<file path="config.mk">
export PLATFORM = sky130hd
export DESIGN_NAME = line_length_cfg
export DESIGN_NICKNAME = d
export VERILOG_FILES = /design/src/bridge_cfg_pkg.sv /design/src/cm_trim_step.sv /design/src/line_length_cfg.sv /design/src/line_mode_decode.sv
export SDC_FILE = /design/constraint.sdc
export NUM_CORES = 1
export LEC_CHECK = 0
export ABC_CLOCK_PERIOD_IN_PS = 3050
export BUFFER_PORTS_ARGS = -buffer_cell sky130_fd_sc_hd__buf_2
export CORE_MARGIN = 8
export CORE_UTILIZATION = 36
export DETAILED_ROUTE_END_ITERATION = 12
export HOLD_SLACK_MARGIN = 0.12
export PLACE_DENSITY = 0.61
export SYNTH_ARGS = -nofsm -noshare
export SYNTH_HDL_FRONTEND = slang
export SYNTH_HIERARCHICAL = 1
export SYNTH_SLANG_ARGS = --single-unit
</file>
<file path="constraint.sdc">
create_clock -name clk_sys -period 3.05 [get_ports clk_sys]
set_input_delay 0.305 -clock clk_sys [delete_from_list [all_inputs] [get_ports clk_sys]]
set_output_delay 0.305 -clock clk_sys [all_outputs]
set_load 0.005 [all_outputs]
</file>
<file path="src/bridge_cfg_pkg.sv">
// Constants shared by the bridge line-length and trim register bank.
// Assumes a single 20 MHz clock and an AXI4-Lite master with byte addresses.
// Contract
// - Out A trim bits 5:4, reset 00, four codes
// - Out B trim bits 1:0, same codes
// - Line pixels A: low byte plus high nibble
// - Single input: value is whole active line
// - Odd/even: odd pixels, to A or both
// - Left/right: left-half pixels, input A to A
// - Two-stream: pixels of stream A per line
// - B fields live only dual output, pairing 10
// - Outside two-stream, generator B uses A timing, generator A the generator-only length
// - Generator ignores sync lag values
// - Generator-only values never touch normal video
package bridge_cfg_pkg;

    // ****************************************************
    // Register indices and byte addresses
    // ****************************************************
    localparam logic [7:0] IDX_TRIM     = 8'h1B;
    localparam logic [7:0] IDX_LEN_LOW  = 8'h20;
    localparam logic [7:0] IDX_LEN_HIGH = 8'h21;
    localparam logic [7:0] IDX_CTRL     = 8'h30;
    localparam logic [7:0] IDX_STATUS   = 8'h31;
    localparam logic [7:0] ADDR_TRIM     = {IDX_TRIM[5:0], 2'b00};
    localparam logic [7:0] ADDR_LEN_LOW  = {IDX_LEN_LOW[5:0], 2'b00};
    localparam logic [7:0] ADDR_LEN_HIGH = {IDX_LEN_HIGH[5:0], 2'b00};
    localparam logic [7:0] ADDR_CTRL     = {IDX_CTRL[5:0], 2'b00};
    localparam logic [7:0] ADDR_STATUS   = {IDX_STATUS[5:0], 2'b00};

    // ****************************************************
    // Field positions and reset values
    // ****************************************************
    localparam int TRIM_A_LSB      = 4;
    localparam int TRIM_B_LSB      = 0;
    localparam int LEN_HIGH_W      = 4;
    localparam int CTRL_PAIR_LSB   = 0;
    localparam int CTRL_LR_BIT     = 2;
    localparam int CTRL_SINGLE_BIT = 3;
    localparam int CTRL_TPG_BIT    = 4;
    localparam int CTRL_W          = 5;
    localparam logic [1:0] TRIM_RESET     = 2'h0;
    localparam logic [7:0] LEN_LOW_RESET  = 8'h00;
    localparam logic [3:0] LEN_HIGH_RESET = 4'h0;
    localparam logic [4:0] CTRL_RESET     = 5'h09;

    // ****************************************************
    // Pairing codes, trim steps, bus answers
    // ****************************************************
    localparam logic [1:0] PAIR_DUAL       = 2'h0;
    localparam logic [1:0] PAIR_SINGLE     = 2'h1;
    localparam logic [1:0] PAIR_TWO_STREAM = 2'h2;
    localparam logic signed [3:0] STEP_NONE = 4'sh0;
    localparam logic signed [3:0] STEP_DN3  = -4'sh3;
    localparam logic signed [3:0] STEP_UP3  = 4'sh3;
    localparam logic signed [3:0] STEP_UP6  = 4'sh6;
    localparam logic [1:0] RESP_OKAY   = 2'h0;
    localparam logic [1:0] RESP_SLVERR = 2'h2;

    typedef enum logic [1:0] {
        ROLE_WHOLE,
        ROLE_ODD,
        ROLE_LEFT,
        ROLE_STREAM
    } line_role_e;

endpackage

</file>
<file path="src/cm_trim_step.sv">
// Turns a two-bit common-mode trim code into a signed percent step.
// Assumes the code comes straight from a register.
module cm_trim_step
(
    input  wire logic               clk_sys,
    input  wire logic               rst_n,
    input  wire logic [1:0]         code,
    output logic signed [3:0]       step_q
);

    always_ff @(posedge clk_sys or negedge rst_n)
    begin
        if (!rst_n)
        begin
            step_q <= bridge_cfg_pkg::STEP_NONE;
        end
        else
        begin
            case (code)
                2'h0:    step_q <= bridge_cfg_pkg::STEP_NONE;
                2'h1:    step_q <= bridge_cfg_pkg::STEP_DN3;
                2'h2:    step_q <= bridge_cfg_pkg::STEP_UP3;
                default: step_q <= bridge_cfg_pkg::STEP_UP6;
            endcase
        end
    end

endmodule

</file>
<file path="src/line_length_cfg.sv">
// Register bank for common-mode trim and active line length of output A,
// with the mode decode that tells downstream logic how to read the length.
// Assumes an AXI4-Lite master on clk_sys; channel-B length and sync lags
// come in as inputs from their own registers.
//
// Design decision made here: the AXI4-Lite interface to the registers.
module line_length_cfg
#(
    parameter int LEN_W = 12,
    parameter int LAG_W = 12
)
(
    input  wire logic                       clk_sys,
    input  wire logic                       rst_n,

    input  wire logic [7:0]                 s_axi_awaddr,
    input  wire logic [2:0]                 s_axi_awprot,
    input  wire logic                       s_axi_awvalid,
    output logic                            s_axi_awready,
    input  wire logic [31:0]                s_axi_wdata,
    input  wire logic [3:0]                 s_axi_wstrb,
    input  wire logic                       s_axi_wvalid,
    output logic                            s_axi_wready,
    output logic [1:0]                      s_axi_bresp,
    output logic                            s_axi_bvalid,
    input  wire logic                       s_axi_bready,
    input  wire logic [7:0]                 s_axi_araddr,
    input  wire logic [2:0]                 s_axi_arprot,
    input  wire logic                       s_axi_arvalid,
    output logic                            s_axi_arready,
    output logic [31:0]                     s_axi_rdata,
    output logic [1:0]                      s_axi_rresp,
    output logic                            s_axi_rvalid,
    input  wire logic                       s_axi_rready,

    input  wire logic [LEN_W-1:0]           line_pixels_b_in,
    input  wire logic [LAG_W-1:0]           sync_lag_a_in,
    input  wire logic [LAG_W-1:0]           sync_lag_b_in,
    input  wire logic [LEN_W-1:0]           tpg_only_pixels_in,

    output logic [1:0]                      out_a_common_mode_trim,
    output logic [1:0]                      out_b_common_mode_trim,
    output logic signed [3:0]               out_a_cm_step,
    output logic signed [3:0]               out_b_cm_step,
    output logic [LEN_W-1:0]                line_pixels_a,
    output bridge_cfg_pkg::line_role_e      line_role_a,
    output logic                            a_feeds_out_b,
    output logic                            b_fields_live,
    output logic [LEN_W-1:0]                video_pixels_b,
    output logic [LAG_W-1:0]                video_sync_lag_a,
    output logic [LAG_W-1:0]                video_sync_lag_b,
    output logic                            tpg_enable,
    output logic [LEN_W-1:0]                tpg_pixels_a,
    output logic [LEN_W-1:0]                tpg_pixels_b
);

    // ****************************************************
    // Storage
    // ****************************************************
    logic [1:0]                     trim_a_q;
    logic [1:0]                     trim_b_q;
    logic [7:0]                     len_low_q;
    logic [bridge_cfg_pkg::LEN_HIGH_W-1:0] len_high_q;
    logic [bridge_cfg_pkg::CTRL_W-1:0]     ctrl_q;

    logic                           aw_held_q;
    logic [7:0]                     aw_addr_q;
    logic                           w_held_q;
    logic [7:0]                     w_data_q;
    logic                           w_strb0_q;
    logic                           bvalid_q;
    logic [1:0]                     bresp_q;
    logic                           rvalid_q;
    logic [31:0]                    rdata_q;
    logic [1:0]                     rresp_q;

    logic                           wr_fire;
    logic                           wr_hit;
    logic                           rd_fire;
    logic [31:0]                    rd_word;
    logic                           rd_hit;

    logic                           lr_mode;
    logic                           single_out;
    logic [1:0]                     pairing;
    logic                           two_stream;
    logic                           b_live;
    logic                           a_feeds_b;
    bridge_cfg_pkg::line_role_e     role;
    logic [LEN_W-1:0]               len_a;

    assign pairing    = ctrl_q[bridge_cfg_pkg::CTRL_PAIR_LSB +: 2];
    assign lr_mode    = ctrl_q[bridge_cfg_pkg::CTRL_LR_BIT];
    assign single_out = ctrl_q[bridge_cfg_pkg::CTRL_SINGLE_BIT];
    assign two_stream = (pairing == bridge_cfg_pkg::PAIR_TWO_STREAM);
    // Length A is one value however the line is split
    assign len_a      = LEN_W'({len_high_q, len_low_q});

    // ****************************************************
    // Write channel: address and data taken in either order
    // ****************************************************
    assign s_axi_awready = !aw_held_q && !bvalid_q;
    assign s_axi_wready  = !w_held_q && !bvalid_q;
    assign wr_fire       = aw_held_q && w_held_q && !bvalid_q;
    assign s_axi_bvalid  = bvalid_q;
    assign s_axi_bresp   = bresp_q;

    always_comb
    begin
        case (aw_addr_q)
            bridge_cfg_pkg::ADDR_TRIM,
            bridge_cfg_pkg::ADDR_LEN_LOW,
            bridge_cfg_pkg::ADDR_LEN_HIGH,
            bridge_cfg_pkg::ADDR_CTRL,
            bridge_cfg_pkg::ADDR_STATUS:   wr_hit = 1'b1;
            default:                       wr_hit = 1'b0;
        endcase
    end

    always_ff @(posedge clk_sys or negedge rst_n)
    begin
        if (!rst_n)
        begin
            aw_held_q <= 1'b0;
            aw_addr_q <= 8'h00;
        end
        else if (s_axi_awvalid && s_axi_awready)
        begin
            aw_held_q <= 1'b1;
            aw_addr_q <= s_axi_awaddr;
        end
        else if (wr_fire)
        begin
            aw_held_q <= 1'b0;
        end
    end

    always_ff @(posedge clk_sys or negedge rst_n)
    begin
        if (!rst_n)
        begin
            w_held_q  <= 1'b0;
            w_data_q  <= 8'h00;
            w_strb0_q <= 1'b0;
        end
        else if (s_axi_wvalid && s_axi_wready)
        begin
            w_held_q  <= 1'b1;
            w_data_q  <= s_axi_wdata[7:0];
            w_strb0_q <= s_axi_wstrb[0];
        end
        else if (wr_fire)
        begin
            w_held_q <= 1'b0;
        end
    end

    always_ff @(posedge clk_sys or negedge rst_n)
    begin
        if (!rst_n)
        begin
            bvalid_q <= 1'b0;
            bresp_q  <= bridge_cfg_pkg::RESP_OKAY;
        end
        else if (wr_fire)
        begin
            bvalid_q <= 1'b1;
            bresp_q  <= wr_hit ? bridge_cfg_pkg::RESP_OKAY : bridge_cfg_pkg::RESP_SLVERR;
        end
        else if (s_axi_bready)
        begin
            bvalid_q <= 1'b0;
        end
    end

    // ****************************************************
    // Register writes: only byte lane 0 carries data
    // ****************************************************
    always_ff @(posedge clk_sys or negedge rst_n)
    begin
        if (!rst_n)
        begin
            trim_a_q <= bridge_cfg_pkg::TRIM_RESET;
            trim_b_q <= bridge_cfg_pkg::TRIM_RESET;
        end
        else if (wr_fire && w_strb0_q && aw_addr_q == bridge_cfg_pkg::ADDR_TRIM)
        begin
            // Bits 7:6 and 3:2 are dropped
            trim_a_q <= w_data_q[bridge_cfg_pkg::TRIM_A_LSB +: 2];
            trim_b_q <= w_data_q[bridge_cfg_pkg::TRIM_B_LSB +: 2];
        end
    end

    always_ff @(posedge clk_sys or negedge rst_n)
    begin
        if (!rst_n)
        begin
            len_low_q <= bridge_cfg_pkg::LEN_LOW_RESET;
        end
        else if (wr_fire && w_strb0_q && aw_addr_q == bridge_cfg_pkg::ADDR_LEN_LOW)
        begin
            len_low_q <= w_data_q;
        end
    end

    always_ff @(posedge clk_sys or negedge rst_n)
    begin
        if (!rst_n)
        begin
            len_high_q <= bridge_cfg_pkg::LEN_HIGH_RESET;
        end
        else if (wr_fire && w_strb0_q && aw_addr_q == bridge_cfg_pkg::ADDR_LEN_HIGH)
        begin
            len_high_q <= w_data_q[bridge_cfg_pkg::LEN_HIGH_W-1:0];
        end
    end

    always_ff @(posedge clk_sys or negedge rst_n)
    begin
        if (!rst_n)
        begin
            ctrl_q <= bridge_cfg_pkg::CTRL_RESET;
        end
        else if (wr_fire && w_strb0_q && aw_addr_q == bridge_cfg_pkg::ADDR_CTRL)
        begin
            ctrl_q <= w_data_q[bridge_cfg_pkg::CTRL_W-1:0];
        end
    end

    // ****************************************************
    // Read channel
    // ****************************************************
    assign s_axi_arready = !rvalid_q;
    assign rd_fire       = s_axi_arvalid && s_axi_arready;
    assign s_axi_rvalid  = rvalid_q;
    assign s_axi_rdata   = rdata_q;
    assign s_axi_rresp   = rresp_q;

    // Reserved bits and upper bytes always read as zero
    always_comb
    begin
        rd_word = 32'h0000_0000;
        rd_hit  = 1'b1;
        case (s_axi_araddr)
            bridge_cfg_pkg::ADDR_TRIM:
            begin
                rd_word[bridge_cfg_pkg::TRIM_A_LSB +: 2] = trim_a_q;
                rd_word[bridge_cfg_pkg::TRIM_B_LSB +: 2] = trim_b_q;
            end
            bridge_cfg_pkg::ADDR_LEN_LOW:  rd_word[7:0] = len_low_q;
            bridge_cfg_pkg::ADDR_LEN_HIGH: rd_word[bridge_cfg_pkg::LEN_HIGH_W-1:0] = len_high_q;
            bridge_cfg_pkg::ADDR_CTRL:     rd_word[bridge_cfg_pkg::CTRL_W-1:0] = ctrl_q;
            bridge_cfg_pkg::ADDR_STATUS:
            begin
                rd_word[1:0] = role;
                rd_word[2]   = a_feeds_b;
                rd_word[3]   = b_live;
                rd_word[4]   = tpg_enable;
            end
            default:                       rd_hit = 1'b0;
        endcase
    end

    always_ff @(posedge clk_sys or negedge rst_n)
    begin
        if (!rst_n)
        begin
            rvalid_q <= 1'b0;
            rdata_q  <= 32'h0000_0000;
            rresp_q  <= bridge_cfg_pkg::RESP_OKAY;
        end
        else if (rd_fire)
        begin
            rvalid_q <= 1'b1;
            rdata_q  <= rd_word;
            rresp_q  <= rd_hit ? bridge_cfg_pkg::RESP_OKAY : bridge_cfg_pkg::RESP_SLVERR;
        end
        else if (s_axi_rready)
        begin
            rvalid_q <= 1'b0;
        end
    end

    // ****************************************************
    // Trim decode and mode decode
    // ****************************************************
    logic [1:0]        trim_code [2];
    logic signed [3:0] trim_step [2];

    assign trim_code[0] = trim_a_q;
    assign trim_code[1] = trim_b_q;

    for (genvar ch = 0; ch < 2; ch++)
    begin : g_trim
        cm_trim_step u_step
        (
            .clk_sys (clk_sys),
            .rst_n   (rst_n),
            .code    (trim_code[ch]),
            .step_q  (trim_step[ch])
        );
    end

    assign out_a_common_mode_trim = trim_a_q;
    assign out_b_common_mode_trim = trim_b_q;
    assign out_a_cm_step          = trim_step[0];
    assign out_b_cm_step          = trim_step[1];

    line_mode_decode u_mode
    (
        .clk_sys     (clk_sys),
        .rst_n       (rst_n),
        .pairing     (pairing),
        .left_right  (lr_mode),
        .single_out  (single_out),
        .role_q      (role),
        .a_feeds_b_q (a_feeds_b),
        .b_live_q    (b_live)
    );

    assign line_role_a   = role;
    assign a_feeds_out_b = a_feeds_b;
    assign b_fields_live = b_live;
    assign tpg_enable    = ctrl_q[bridge_cfg_pkg::CTRL_TPG_BIT];
    assign line_pixels_a = len_a;

    // ****************************************************
    // Normal video and test pattern timing
    // ****************************************************
    always_ff @(posedge clk_sys or negedge rst_n)
    begin
        if (!rst_n)
        begin
            video_pixels_b   <= '0;
            video_sync_lag_a <= '0;
            video_sync_lag_b <= '0;
        end
        else
        begin
            // Channel-B length reaches video only in two-stream dual output
            video_pixels_b   <= b_live ? line_pixels_b_in : '0;
            // Lags steer normal video; test-only values never arrive here
            video_sync_lag_a <= sync_lag_a_in;
            video_sync_lag_b <= b_live ? sync_lag_b_in : '0;
        end
    end

    always_ff @(posedge clk_sys or negedge rst_n)
    begin
        if (!rst_n)
        begin
            tpg_pixels_a <= '0;
            tpg_pixels_b <= '0;
        end
        else if (!tpg_enable)
        begin
            tpg_pixels_a <= '0;
            tpg_pixels_b <= '0;
        end
        else if (b_live)
        begin
            tpg_pixels_a <= len_a;
            tpg_pixels_b <= line_pixels_b_in;
        end
        else
        begin
            // Generator B follows channel A; generator A does only in two-stream, else tpg_only_pixels_in; no lag is applied
            tpg_pixels_a <= two_stream ? len_a : tpg_only_pixels_in;
            tpg_pixels_b <= len_a;
        end
    end

endmodule

</file>
<file path="src/line_mode_decode.sv">
// Decodes input pairing and output selection into the role of line value A.
// Assumes control bits come from registers in the same clock domain.
module line_mode_decode
(
    input  wire logic                       clk_sys,
    input  wire logic                       rst_n,
    input  wire logic [1:0]                 pairing,
    input  wire logic                       left_right,
    input  wire logic                       single_out,
    output bridge_cfg_pkg::line_role_e      role_q,
    output logic                            a_feeds_b_q,
    output logic                            b_live_q
);

    bridge_cfg_pkg::line_role_e role_d;

    always_comb
    begin
        case (pairing)
            bridge_cfg_pkg::PAIR_SINGLE:     role_d = bridge_cfg_pkg::ROLE_WHOLE;
            bridge_cfg_pkg::PAIR_TWO_STREAM: role_d = bridge_cfg_pkg::ROLE_STREAM;
            default:
            begin
                role_d = left_right ? bridge_cfg_pkg::ROLE_LEFT
                                    : bridge_cfg_pkg::ROLE_ODD;
            end
        endcase
    end

    always_ff @(posedge clk_sys or negedge rst_n)
    begin
        if (!rst_n)
        begin
            role_q      <= bridge_cfg_pkg::ROLE_WHOLE;
            a_feeds_b_q <= 1'b0;
            b_live_q    <= 1'b0;
        end
        else
        begin
            role_q      <= role_d;
            // Odd pixels reach both outputs only with dual output selected
            a_feeds_b_q <= (role_d == bridge_cfg_pkg::ROLE_ODD) && !single_out;
            b_live_q    <= !single_out && (pairing == bridge_cfg_pkg::PAIR_TWO_STREAM);
        end
    end

endmodule
</file>
; Yosys cells after proc, flatten, opt, wreduce, memory -nomap -nowiden
; Index checks and enable logic that the tools add are counted.
[classes]
eq_ne = 17
muxes = 27
n_reduce_logical = 28
[ops]
columns = operator, count
row1 = 12-bit two-way mux, 7
row2 = 8-bit == test (second input constant), 8
row3 = 4-bit case mux with 3 select lines, 2
row4 = 8-bit by 7-bit == test with 1-bit output (second input constant), 2
row5 = 1-bit logical AND, 14
row6 = 2-bit case mux with 5 select lines, 1
row7 = 5-bit OR reduction, 2
row8 = 1-bit two-way mux, 9
row9 = 2-bit by 1-bit == test with 1-bit output (second input constant), 4
row10 = 2-bit two-way mux, 4
row11 = 2-bit case mux with 4 select lines, 1
row12 = 2-bit nonzero test, 4
row13 = 2-bit == test (second input constant), 3
row14 = 1-bit zero test, 5
row15 = 2-bit zero test, 2
row16 = 2-bit case mux with 2 select lines, 1
row17 = 1-bit case mux with 3 select lines, 1
row18 = 1-bit case mux with 2 select lines, 1
row19 = 2-bit OR reduction, 1
[totals]
ff_bits = 126
in_bits = 113
out_inout_bits = 130
wordCells = 97

; Depth between registers and ports, before layout
; Gate-level depths: netlist of the first run.
[logic_depth]
word_depth = 4
depth_mapped = 5
ltp_nobuf = 4

; Modules after synthesis
; Netlist of the first run, hierarchy kept.
[modules_own_cells]
columns = mod, instances, cells_per_inst, area_each_um2, seq_area_each_um2
row1 = line_length_cfg, 1, 340, 4501.8, 2805.2
row2 = cm_trim_step, 2, 12, 161.4, 100.1
row3 = line_mode_decode, 1, 11, 158.9, 100.1

; Worst setup path before layout of the first run
; Ideal clock, no wire load.
[synth_path]
path_kind = register -> register
start = register aw_addr_q[1]
end = register len_low_q[0]
setup_ns = 0.125
arrival_ns = 1.772
required_time_ns = 2.925
path_slack_ns = 1.153
path_stages_with_launch = 5
n_path_buf = 0
synth_period_minus_slack_ns = 1.897
cell_sequence = dfrtp_1 -> or3_1 -> nor4_4 -> nor3b_4 -> mux2_2
[synth_via]
elab_chain_cells = 2
[synth_rtl]
columns = element, line
row1 = start: declaration, line_length_cfg.sv:67  ; logic [7:0] aw_addr_q;
row2 = start signal: assignment, line_length_cfg.sv:130  ; aw_addr_q <= s_axi_awaddr;
row3 = 8-bit == test, line_length_cfg.sv:200  ; else if (wr_fire && w_strb0_q && aw_addr_q == bridge_cfg_pkg::ADDR_LEN_LOW)
row4 = 1-bit logical AND, line_length_cfg.sv:200
row5 = end signal: assignment, line_length_cfg.sv:198  ; len_low_q <= bridge_cfg_pkg::LEN_LOW_RESET;
row6 = end signal: assignment, line_length_cfg.sv:202  ; len_low_q <= w_data_q;
row7 = end: declaration, line_length_cfg.sv:62  ; logic [7:0] len_low_q;
; Every way passes these cells.
; A chain may end at the register's enable or synchronous reset.

; Final worst setup path of the first run
[layout_path]
start = register bvalid_q, in the netlist s_axi_bvalid
end = register len_low_q[2]
[layout_via]
elab_chain_cells = 4
[layout_rtl]
columns = element, line
row1 = start: declaration, line_length_cfg.sv:71  ; logic bvalid_q;
row2 = start signal: assignment, line_length_cfg.sv:162  ; bvalid_q <= 1'b0;
row3 = start signal: assignment, line_length_cfg.sv:167  ; bvalid_q <= 1'b1;
row4 = start signal: assignment, line_length_cfg.sv:172  ; bvalid_q <= 1'b0;
row5 = 1-bit zero test, line_length_cfg.sv:104  ; assign wr_fire = aw_held_q && w_held_q && !bvalid_q;
row6 = 1-bit logical AND, line_length_cfg.sv:104
row7 = 1-bit logical AND (2 in a row), line_length_cfg.sv:200
; Every way passes these cells.

==> results of run 1 <==
## registers in the layout, summed over array words and instances (netlist names), 4 cells and up
register / count
video_sync_lag_a: 12
g_trim.u_step/step_q: 8
w_data_q: 8
aw_addr_q: 8
tpg_pixels_a: 12
len_high_q: 4
tpg_pixels_b: 12
len_low_q: 8
s_axi_rdata: 8
video_sync_lag_b: 12
video_pixels_b: 12
ctrl_q: 5
## power breakdown
group          switching, mW  total [mW]  internal, mW
combinational          0.341       0.743         0.403
sequential             0.207        2.09          1.88
clock                  0.670        2.03          1.36
## timing repair
action | 4_1_cts | 5_1_grt
resized for setup | 0 | 0
hold buffers | 41 | 2
hold endpoints to repair | 112 | 2
## final timing paths
kind / to / slack (ps) / depth (start not counted) / start
setup / recovery: len_low_q[2] / 820 / 4 / s_axi_bvalid
hold / removal: video_pixels_b[2] / 140 / 2 / line_pixels_b_in[2]
setup reg to reg: len_low_q[2] / 820 / 4 / s_axi_bvalid
hold reg to reg: s_axi_rdata[6] / 480 / 2 / s_axi_rdata[6]
max in group asynchronous: g_trim[1].u_step/step_q[0] / 1780 / 3 / rst_n
min in group asynchronous: tpg_pixels_b[10] / 320 / 2 / rst_n
## stage by stage
stage          total power [mW]  utilization
2_1_floorplan              2.50            -
3_3_place_gp               2.79        0.440
3_5_place_dp               2.83        0.440
4_1_cts                    4.92        0.514
5_1_grt                    5.11        0.516
6_report                   4.86        0.516
## layout by cell type, fill, tap and decap left out, types with 4 or more instances in the layout
cell type,count
mux2i_1,12
inv_1,14
nor2b_1,25
dfrtp_1,122
mux2_2,38
o21ai_0,12
o21a_1,12
or2_1,4
and2_1,24
clkbuf_8,4
dlygate4sd3_1,43
buf_4,5
conb_1,26
nand3_1,4
clkbuf_16,17
nand2_1,14
nor2_1,9
ha_1,7
buf_2,182
## kinds of logic (layout without fill, tap and decap cells)
family,after synthesis,in the layout,synth area share
AOI/OAI and AO/OA,37,37,0.0482
muxes,53,53,0.122
adders and majority gates,7,7,0.0176
buffers and inverters,51,275,0.0582
other,1,27,0.000752
DFF,124,124,0.623
and+or+nand+nor,102,102,0.130
## per-layer routing
| layer | track usage | part of all wire | vias up |
|---|---|---|---|
| met4 | 0.0568 | 0.013 | 6 |
| met5 | 0 | 0.0028 | - |
| met3 | 0.0730 | 0.088 | 23 |
| met2 | 0.257 | 0.47 | 152 |
| met1 | 0.183 | 0.42 | 1731 |
| li1 | - | - | 1685 |
## critical path: stages (launching register included)
cell and delay [ps]:
dfrtp_1 450, nand3b_1 340, nor4_4 370, nor3b_4 550, mux2_2 400
## cell type report
| cell class | count | area [sq um] |
|---|---|---|
| fillers | 1213 | 6640 |
| flip-flops and latches | 124 | 3110 |
| multi-input cells | 225 | 1690 |
| repair buffers | 231 | 1400 |
| clock buffers | 23 | 488 |
| well taps | 180 | 225 |
| clock inverters | 7 | 113 |
| inverters | 14 | 52.6 |
| diodes | 1 | 2.50 |
==> impl_metrics.env, run 1 <==
export IMPL_grt_pass1_wl_microns=22000
export IMPL_ys_warn_count=6
export IMPL_synth_top_area_cell="dfrtp_1"
export IMPL_place_inst=731
export IMPL_status="completed"
export IMPL_yosysMostFrequentCell="dfrtp_1"
export IMPL_syn_inst=375
export IMPL_cts_buffers=17
export IMPL_vias=3597
export IMPL_fp_coreArea_sq_um=13700
export IMPL_cts_setup_buffers=0
export IMPL_finClkSkew_ps=5.42
export IMPL_drtAntennaViolNets=0
export IMPL_fin_nets=733
export IMPL_viasPerCell=4.47
export IMPL_synthTopCellsByArea="dfrtp_1 61%, mux2_2 8.6%, buf_4 3.9%"
export IMPL_die_x_microns=134
export IMPL_firstDrtPassIters=4
export IMPL_period_minus_slack_ps=2230
export IMPL_gp_congestion=0.762
export IMPL_synth_edf_count=0
export IMPL_grt_use_total=0.159
export IMPL_fmax_ghz=0.449
export IMPL_cp_end_kind="register"
export IMPL_final_cell_area_sq_um=7080
export IMPL_drt_iter0_markers=129
export IMPL_relSlewSlack=0.398
export IMPL_fin_crit_sh=0.730
export IMPL_hpwlAfterDp_microns=10600
export IMPL_synth_cell_type_count=42
export IMPL_worstSetupStartpointType="register"
export IMPL_dieArea_sq_um=17900
export IMPL_drv_slew=0
export IMPL_gr_total_overflow=0
export IMPL_rows=43
export IMPL_timing_hold_violations_final=0
export IMPL_async_flop_share=1.00
export IMPL_hold_ws_ps=136
export IMPL_worstPathArrival_ps=2520
export IMPL_synth_top_area_frac=0.613
export IMPL_grt_max_degree=55
export IMPL_floorplan_initialDensity=0.363
export IMPL_cts_buffer_depth=2
export IMPL_cap_viol_max_count=0
export IMPL_min_path_type="in2reg"
export IMPL_fin_tns_setup_ps=0
export IMPL_routed_wl_microns=13800
export IMPL_setup_slack_ps=825
export IMPL_post_place_ws_ps=806
export IMPL_clk_insertion_delay_late_ps=410
export IMPL_ys_seq_elements=124
export IMPL_clkTransAtPathRegs_ps=50
export IMPL_drcViolationCount=0
export IMPL_die_y_microns=134
export IMPL_crit_type="reg2reg"
export IMPL_rsz0062_at_grt="false"
export IMPL_wire_per_inst_microns=17.2
export IMPL_portBuffers=183
export IMPL_htree_levels=4
export IMPL_area_growth_pct=42.0
export IMPL_setup_violations=0
export IMPL_final_layout_size_suffix_gt1_frac=0.428
export IMPL_worst_ep_required_time_ps=3340
export IMPL_placed_cell_area_sq_um=6040
export IMPL_avgSynthCellArea_sq_um=13.3
export IMPL_crit_path_max_fanout=8
export IMPL_cts_root_buf="clkbuf_16"
export IMPL_p_leak_nw=3.83
export IMPL_tightest_slew_ps=900
export IMPL_cts_tree="yes"
export IMPL_ys_seq_area_frac=0.623
export IMPL_yosys_top_cells_count="122 x dfrtp_1, 38 x mux2_2, 26 x buf_4"
export IMPL_grt_pass1_vias=3994
export IMPL_ir_drop_v=0.000361
export IMPL_ioPinCount=243
export IMPL_antenna_found_initial=4
export IMPL_netlist_area_sq_um=4980
export IMPL_clock_sinks=124
export IMPL_synthFlopType="dfrtp_1"
export IMPL_power_density_nw_per_um2=686
export IMPL_final_cells=805
No activity file was read; power rests on OpenSTA's default activity.
==> inputs of run 2 (changes only) <==
ABC_CLOCK_PERIOD_IN_PS = 2200   (was 3050)
clock period = 2.2 ns   (was 3.05 ns; I/O delays follow)
==> run 2 against run 1 <==
Clock skew grew 11 ps. Die area is the same. Sequential power grew 38%. Total power grew 38%. Highest routed layer unchanged.
==> impl_metrics.env, run 2 (synthesized netlist as in run 1, its figures left out) <==
export IMPL_worst_ep_required_time_ps=2490
export IMPL_rows=43
export IMPL_worstPathArrival_ps=2280
export IMPL_cts_buffer_depth=2
export IMPL_clk_insertion_delay_late_ps=410
export IMPL_drv_slew=0
export IMPL_crit_family="simple AND/OR/NAND/NOR gates"
export IMPL_crit_buf_inv=1
export IMPL_placed_cell_area_sq_um=6090
export IMPL_cpPeakStageDelay_ps=450
export IMPL_grt_max_degree=50
export IMPL_multiInputGateArea_sq_um=1690
export IMPL_area_growth_pct=47.9
export IMPL_layout_common_cells="182 x buf_2, 122 x dfrtp_1, 70 x dlygate4sd3_1, 38 x mux2_2, 26 x conb_1"
export IMPL_r2r_end="len_low_q[5]"
export IMPL_htree_levels=4
export IMPL_timing_hold_violations_final=0
export IMPL_cap_viol_max_count=0
export IMPL_p_leak_nw=3.95
export IMPL_cp_end_kind="register"
export IMPL_gp_congestion=0.778
export IMPL_drcViolationCount=0
export IMPL_antenna_found_initial=4
export IMPL_grt_pass1_vias=4123
export IMPL_drt_iter0_markers=146
export IMPL_cp_depth=5
export IMPL_gr_total_overflow=0
export IMPL_cts_tree="yes"
export IMPL_grt_use_total=0.164
export IMPL_die_y_microns=134
export IMPL_power_density_nw_per_um2=911
export IMPL_fp_coreArea_sq_um=13700
export IMPL_drtAntennaViolNets=0
export IMPL_wire_per_inst_microns=17.0
export IMPL_regArea_sq_um=3110
export IMPL_fin_crit_sh=0.901
export IMPL_fin_nets=765
export IMPL_tightest_slew_ps=597
export IMPL_clkTransAtPathRegs_ps=50
export IMPL_period_minus_slack_ps=1980
export IMPL_min_path_type="in2reg"
export IMPL_final_cell_area_sq_um=7370
export IMPL_setup_slack_ps=218
export IMPL_viasPerCell=4.47
export IMPL_cts_resized=0
export IMPL_crit_type="reg2reg"
export IMPL_setup_violations=0
export IMPL_die_x_microns=134
export IMPL_fin_tns_setup_ps=0
export IMPL_nFillCells=1151
export IMPL_crit_path_cell_trace="or3_1, nor4_4, nor3b_4, buf_4, mux2_2"
export IMPL_vias=3749
export IMPL_routed_wl_microns=14200
export IMPL_worstSetupStartpointType="register"
export IMPL_rsz0062_at_grt="false"
export IMPL_ioPinCount=243
export IMPL_firstDrtPassIters=4
export IMPL_crit_path_top_delay_cell="or3_1"
export IMPL_floorplan_initialDensity=0.363
export IMPL_cts_root_buf="clkbuf_16"
export IMPL_fmax_ghz=0.505
export IMPL_power_total_mw=6.72
export IMPL_cts_buffers=17
export IMPL_setup_worst_path_start="aw_addr_q[1]"
export IMPL_final_util=0.537
export IMPL_grt_pass1_wl_microns=22800
export IMPL_portBuffers=183
export IMPL_ir_drop_v=0.000536
export IMPL_r2r_cells=5
export IMPL_clock_sinks=124
export IMPL_finClkSkew_ps=16.5
export IMPL_final_common_cell="buf_2"
export IMPL_hpwlAfterDp_microns=10700
export IMPL_post_place_ws_ps=207
export IMPL_regToRegStartpoint="aw_addr_q[1]"
export IMPL_final_layout_size_suffix_gt1_frac=0.409
export IMPL_endpoint="len_low_q[5]"
export IMPL_status="completed"
export IMPL_relSlewSlack=0.598
export IMPL_r2r_slack_ps=220
export IMPL_dieArea_sq_um=17900
export IMPL_crit_path_max_fanout=8
==> run 2: cell types whose count changed in the layout (fill, tap and decap cells not counted) <==
cell	change
dlygate4sd3_1	+27
buf_12	+1
clkinv_2	-1
clkinvlp_4	+1
clkbuf_1	+4
buf_4	+4
clkbuf_8	-3
==> run 2: through the flow <==
stage	instances	hold slack (ps)
CTS	837	164
floorplan	400	-75.6
global placement	736	225
finish	838	177
detailed placement	736	231
global route	838	188
==> run 2: area by class of cell <==
| type | count | area share |
|---|---|---|
| diodes | 1 | 0.000339 |
| clock buffers | 24 | 0.0626 |
| repair buffers | 263 | 0.233 |
| flip-flops and latches | 124 | 0.421 |
| well taps | 180 | 0.0305 |
| clock inverters | 7 | 0.0156 |
| inverters | 14 | 0.00713 |
| multi-input cells | 225 | 0.229 |
==> run 2: metal layers <==
layer,vias up,wire length [microns],global-route usage
li1,1755,-,-
met3,25,1230,0.0700
met4,6,227,0.0611
met5,-,40,0
met2,168,6820,0.266
met1,1795,5890,0.190
==> run 2: how the worst min path moves through the flow <==
stage                                from             endpoint  slack, ps  depth (start not counted)
after floorplan                     rst_n         aw_addr_q[0]        -80                          0
after global placement              rst_n  video_sync_lag_a[7]        220                          1
after detailed placement            rst_n   video_pixels_b[10]        230                          1
after CTS                 s_axi_araddr[1]       s_axi_rdata[7]        160                          4
after global routing      s_axi_araddr[1]       s_axi_rdata[7]        190                          4
final                     s_axi_araddr[1]       s_axi_rdata[7]        180                          4
==> run 2: worst min-delay path: cells and delay by family <==
kind            cells  cell delay [ps]
simple gates        2              130
buf+inv             1              120
compound gates      1               70
==> run 2: what timing repair did <==
item                                   in CTS  in global routing
endpoints found under the hold margin     105                  0
setup buffers                               0                  0
hold buffers                               70                  0
==> run 2: where the power goes <==
group          switching (mW)  internal (mW)
Sequential              0.272           2.61
Combinational           0.502          0.616
Clock                   0.924           1.80
==> inputs of run 3 (changes only) <==
==> constraint.sdc (replaced) <==
create_clock -name clk_sys -period 2.2 [get_ports clk_sys]
set_input_delay 0.22 -clock clk_sys [delete_from_list [all_inputs] [get_ports clk_sys]]
set_output_delay 0.22 -clock clk_sys [all_outputs]
set_load 0.02 [all_outputs]
==> run 3 against run 2 <==
Final cell count shrank 0.24%. Clock skew shrank 9.0 ps. First-iteration DRC count up 19%. Combinational power grew 19%. Wire length increased by 1.3%. Sequential cell count is the same. Setup slack got worse by 14 ps. Global-route usage increased by 0.10 points. Sequential power barely moved. Core utilization about the same. Die area unchanged. Highest routed layer unchanged.
==> impl_metrics.env, run 3 (synthesized netlist as in run 1, its figures left out) <==
export IMPL_pwr_share_comb=0.193
export IMPL_floorplan_initialDensity=0.363
export IMPL_setup_violations=0
export IMPL_period_minus_slack_ps=2000
export IMPL_crit_type="reg2reg"
export IMPL_min_path_type="in2reg"
export IMPL_portBuffers=183
export IMPL_clk_insertion_delay_late_ps=410
export IMPL_cts_root_buf="clkbuf_16"
export IMPL_dieArea_sq_um=17900
export IMPL_finClkSkew_ps=7.47
export IMPL_netSwitchingFraction=0.276
export IMPL_fin_tns_setup_ps=0
export IMPL_crit_path_cell_trace="or3_1, nor4_4, nor3b_4, buf_4, mux2_2"
export IMPL_die_x_microns=134
export IMPL_layout_common_cells="182 x buf_2, 122 x dfrtp_1, 70 x dlygate4sd3_1, 38 x mux2_2, 26 x conb_1"
export IMPL_crit_path_top_delay_cell="or3_1"
export IMPL_cpPeakStageDelay_ps=440
export IMPL_cap_viol_max_count=0
export IMPL_htree_levels=4
export IMPL_drcViolationCount=0
export IMPL_cts_setup_buffers=0
export IMPL_drtAntennaViolNets=0
export IMPL_nFillCells=1168
export IMPL_area_growth_pct=48.0
export IMPL_viasPerCell=4.41
export IMPL_wire_per_inst_microns=17.2
export IMPL_antenna_found_initial=3
export IMPL_crit_path_max_fanout=8
export IMPL_final_util=0.538
export IMPL_power_density_nw_per_um2=940
export IMPL_ir_drop_v=0.000658
export IMPL_vias=3689
export IMPL_p_clk_frac=0.392
export IMPL_drv_slew=0
export IMPL_hpwlAfterDp_microns=10700
export IMPL_fmax_ghz=0.501
export IMPL_die_y_microns=134
export IMPL_worst_ep_required_time_ps=2490
export IMPL_timing_hold_violations_final=0
export IMPL_final_common_cell="buf_2"
export IMPL_power_switching_mw=1.91
export IMPL_tightest_slew_ps=603
export IMPL_cts_tree="yes"
export IMPL_cts_resized=0
export IMPL_power_total_mw=6.93
export IMPL_grt_pass1_wl_microns=22800
export IMPL_gr_total_overflow=0
export IMPL_grt_use_total=0.165
export IMPL_fin_crit_sh=0.907
export IMPL_status="completed"
export IMPL_rsz0062_at_grt="false"
export IMPL_fp_coreArea_sq_um=13700
export IMPL_worstPathArrival_ps=2290
export IMPL_ioPinCount=243
export IMPL_grt_pass1_vias=4099
export IMPL_worstSetupStartpointType="register"
export IMPL_ctsHoldBuffers=70
export IMPL_gp_congestion=0.760
export IMPL_clock_sinks=124
export IMPL_pwr_share_seq=0.415
export IMPL_p_leak_nw=3.96
export IMPL_fin_nets=764
export IMPL_routed_wl_microns=14400
export IMPL_drt_iter0_markers=174
export IMPL_clkTransAtPathRegs_ps=50
export IMPL_relSlewSlack=0.598
export IMPL_cts_buffer_depth=2
export IMPL_cts_buffers=17
export IMPL_rows=43
export IMPL_cp_end_kind="register"
export IMPL_grt_max_degree=50
export IMPL_final_layout_size_suffix_gt1_frac=0.414
export IMPL_p_int_mw=5.02
export IMPL_firstDrtPassIters=4
## run 3: cell count changes in the layout (fill, tap and decap cells not counted)
cell	previous run	this run
clkbuf_1	6	2
clkbuf_8	1	5
buf_4	9	8
bufinv_16	3	2
## run 3: worst max-delay path, delay by kind of cell, from the launching register on
kind,cells,cell delay (ps)
buffers and inverters,1,210
flip-flops,1,380
AND/OR/NAND/NOR,3,940
multiplexers,1,350
## run 3: layout make-up
| class | count | area (sq um) | share of cell area |
|---|---|---|---|
| antenna | 1 | 2.50 | 0.000339 |
| clock inverter | 6 | 85.1 | 0.0115 |
| clock buffer | 24 | 502 | 0.0680 |
| inverter | 14 | 52.6 | 0.00713 |
| multi-input combinational | 225 | 1690 | 0.229 |
| sequential | 124 | 3110 | 0.421 |
| timing repair buffer | 262 | 1710 | 0.232 |
| tap | 180 | 225 | 0.0305 |
## run 3: path summary, 6_finish.rpt
kind                                       end  slack (ps)  depth (start not counted)       startpoint
min in group asynchronous  video_sync_lag_a[4]         350                          2            rst_n
hold / removal                  s_axi_rdata[6]         180                          4  s_axi_araddr[1]
hold reg to reg                 s_axi_rresp[1]         470                          2   s_axi_rresp[1]
setup / recovery                  len_low_q[5]         200                          5     aw_addr_q[1]
setup reg to reg                  len_low_q[5]         200                          5     aw_addr_q[1]
max in group asynchronous            ctrl_q[0]        1200                          3            rst_n
## run 3: power groups by stage
stage               Sequential (mW)  Combinational (mW)  Clock, mW
floorplan                      3.00               0.670          0
global placement               2.89                1.21          0
detailed placement             2.92                1.25          0
CTS                            2.88                1.35       2.79
global route                   2.93                1.46       2.89
finish                         2.88                1.33       2.72
## run 3: routing by layer
metal,global-route usage,vias to the layer above,share of wire
li1,-,1742,-
met1,0.192,1765,0.43
met2,0.268,152,0.47
met3,0.0685,26,0.085
met4,0.0630,4,0.018
met5,0,-,0.0013
## run 3: through the flow
stage | worst slack, ps | instance area, sq um | instances | hold slack, ps
floorplan | 235 | 5080 | 400 | -75.6
global route | 88.8 | 7370 | 836 | 186
detailed placement | 211 | 6080 | 735 | 244
CTS | 203 | 7370 | 835 | 164
finish | 204 | 7370 | 836 | 179
global placement | 243 | 6080 | 735 | 229
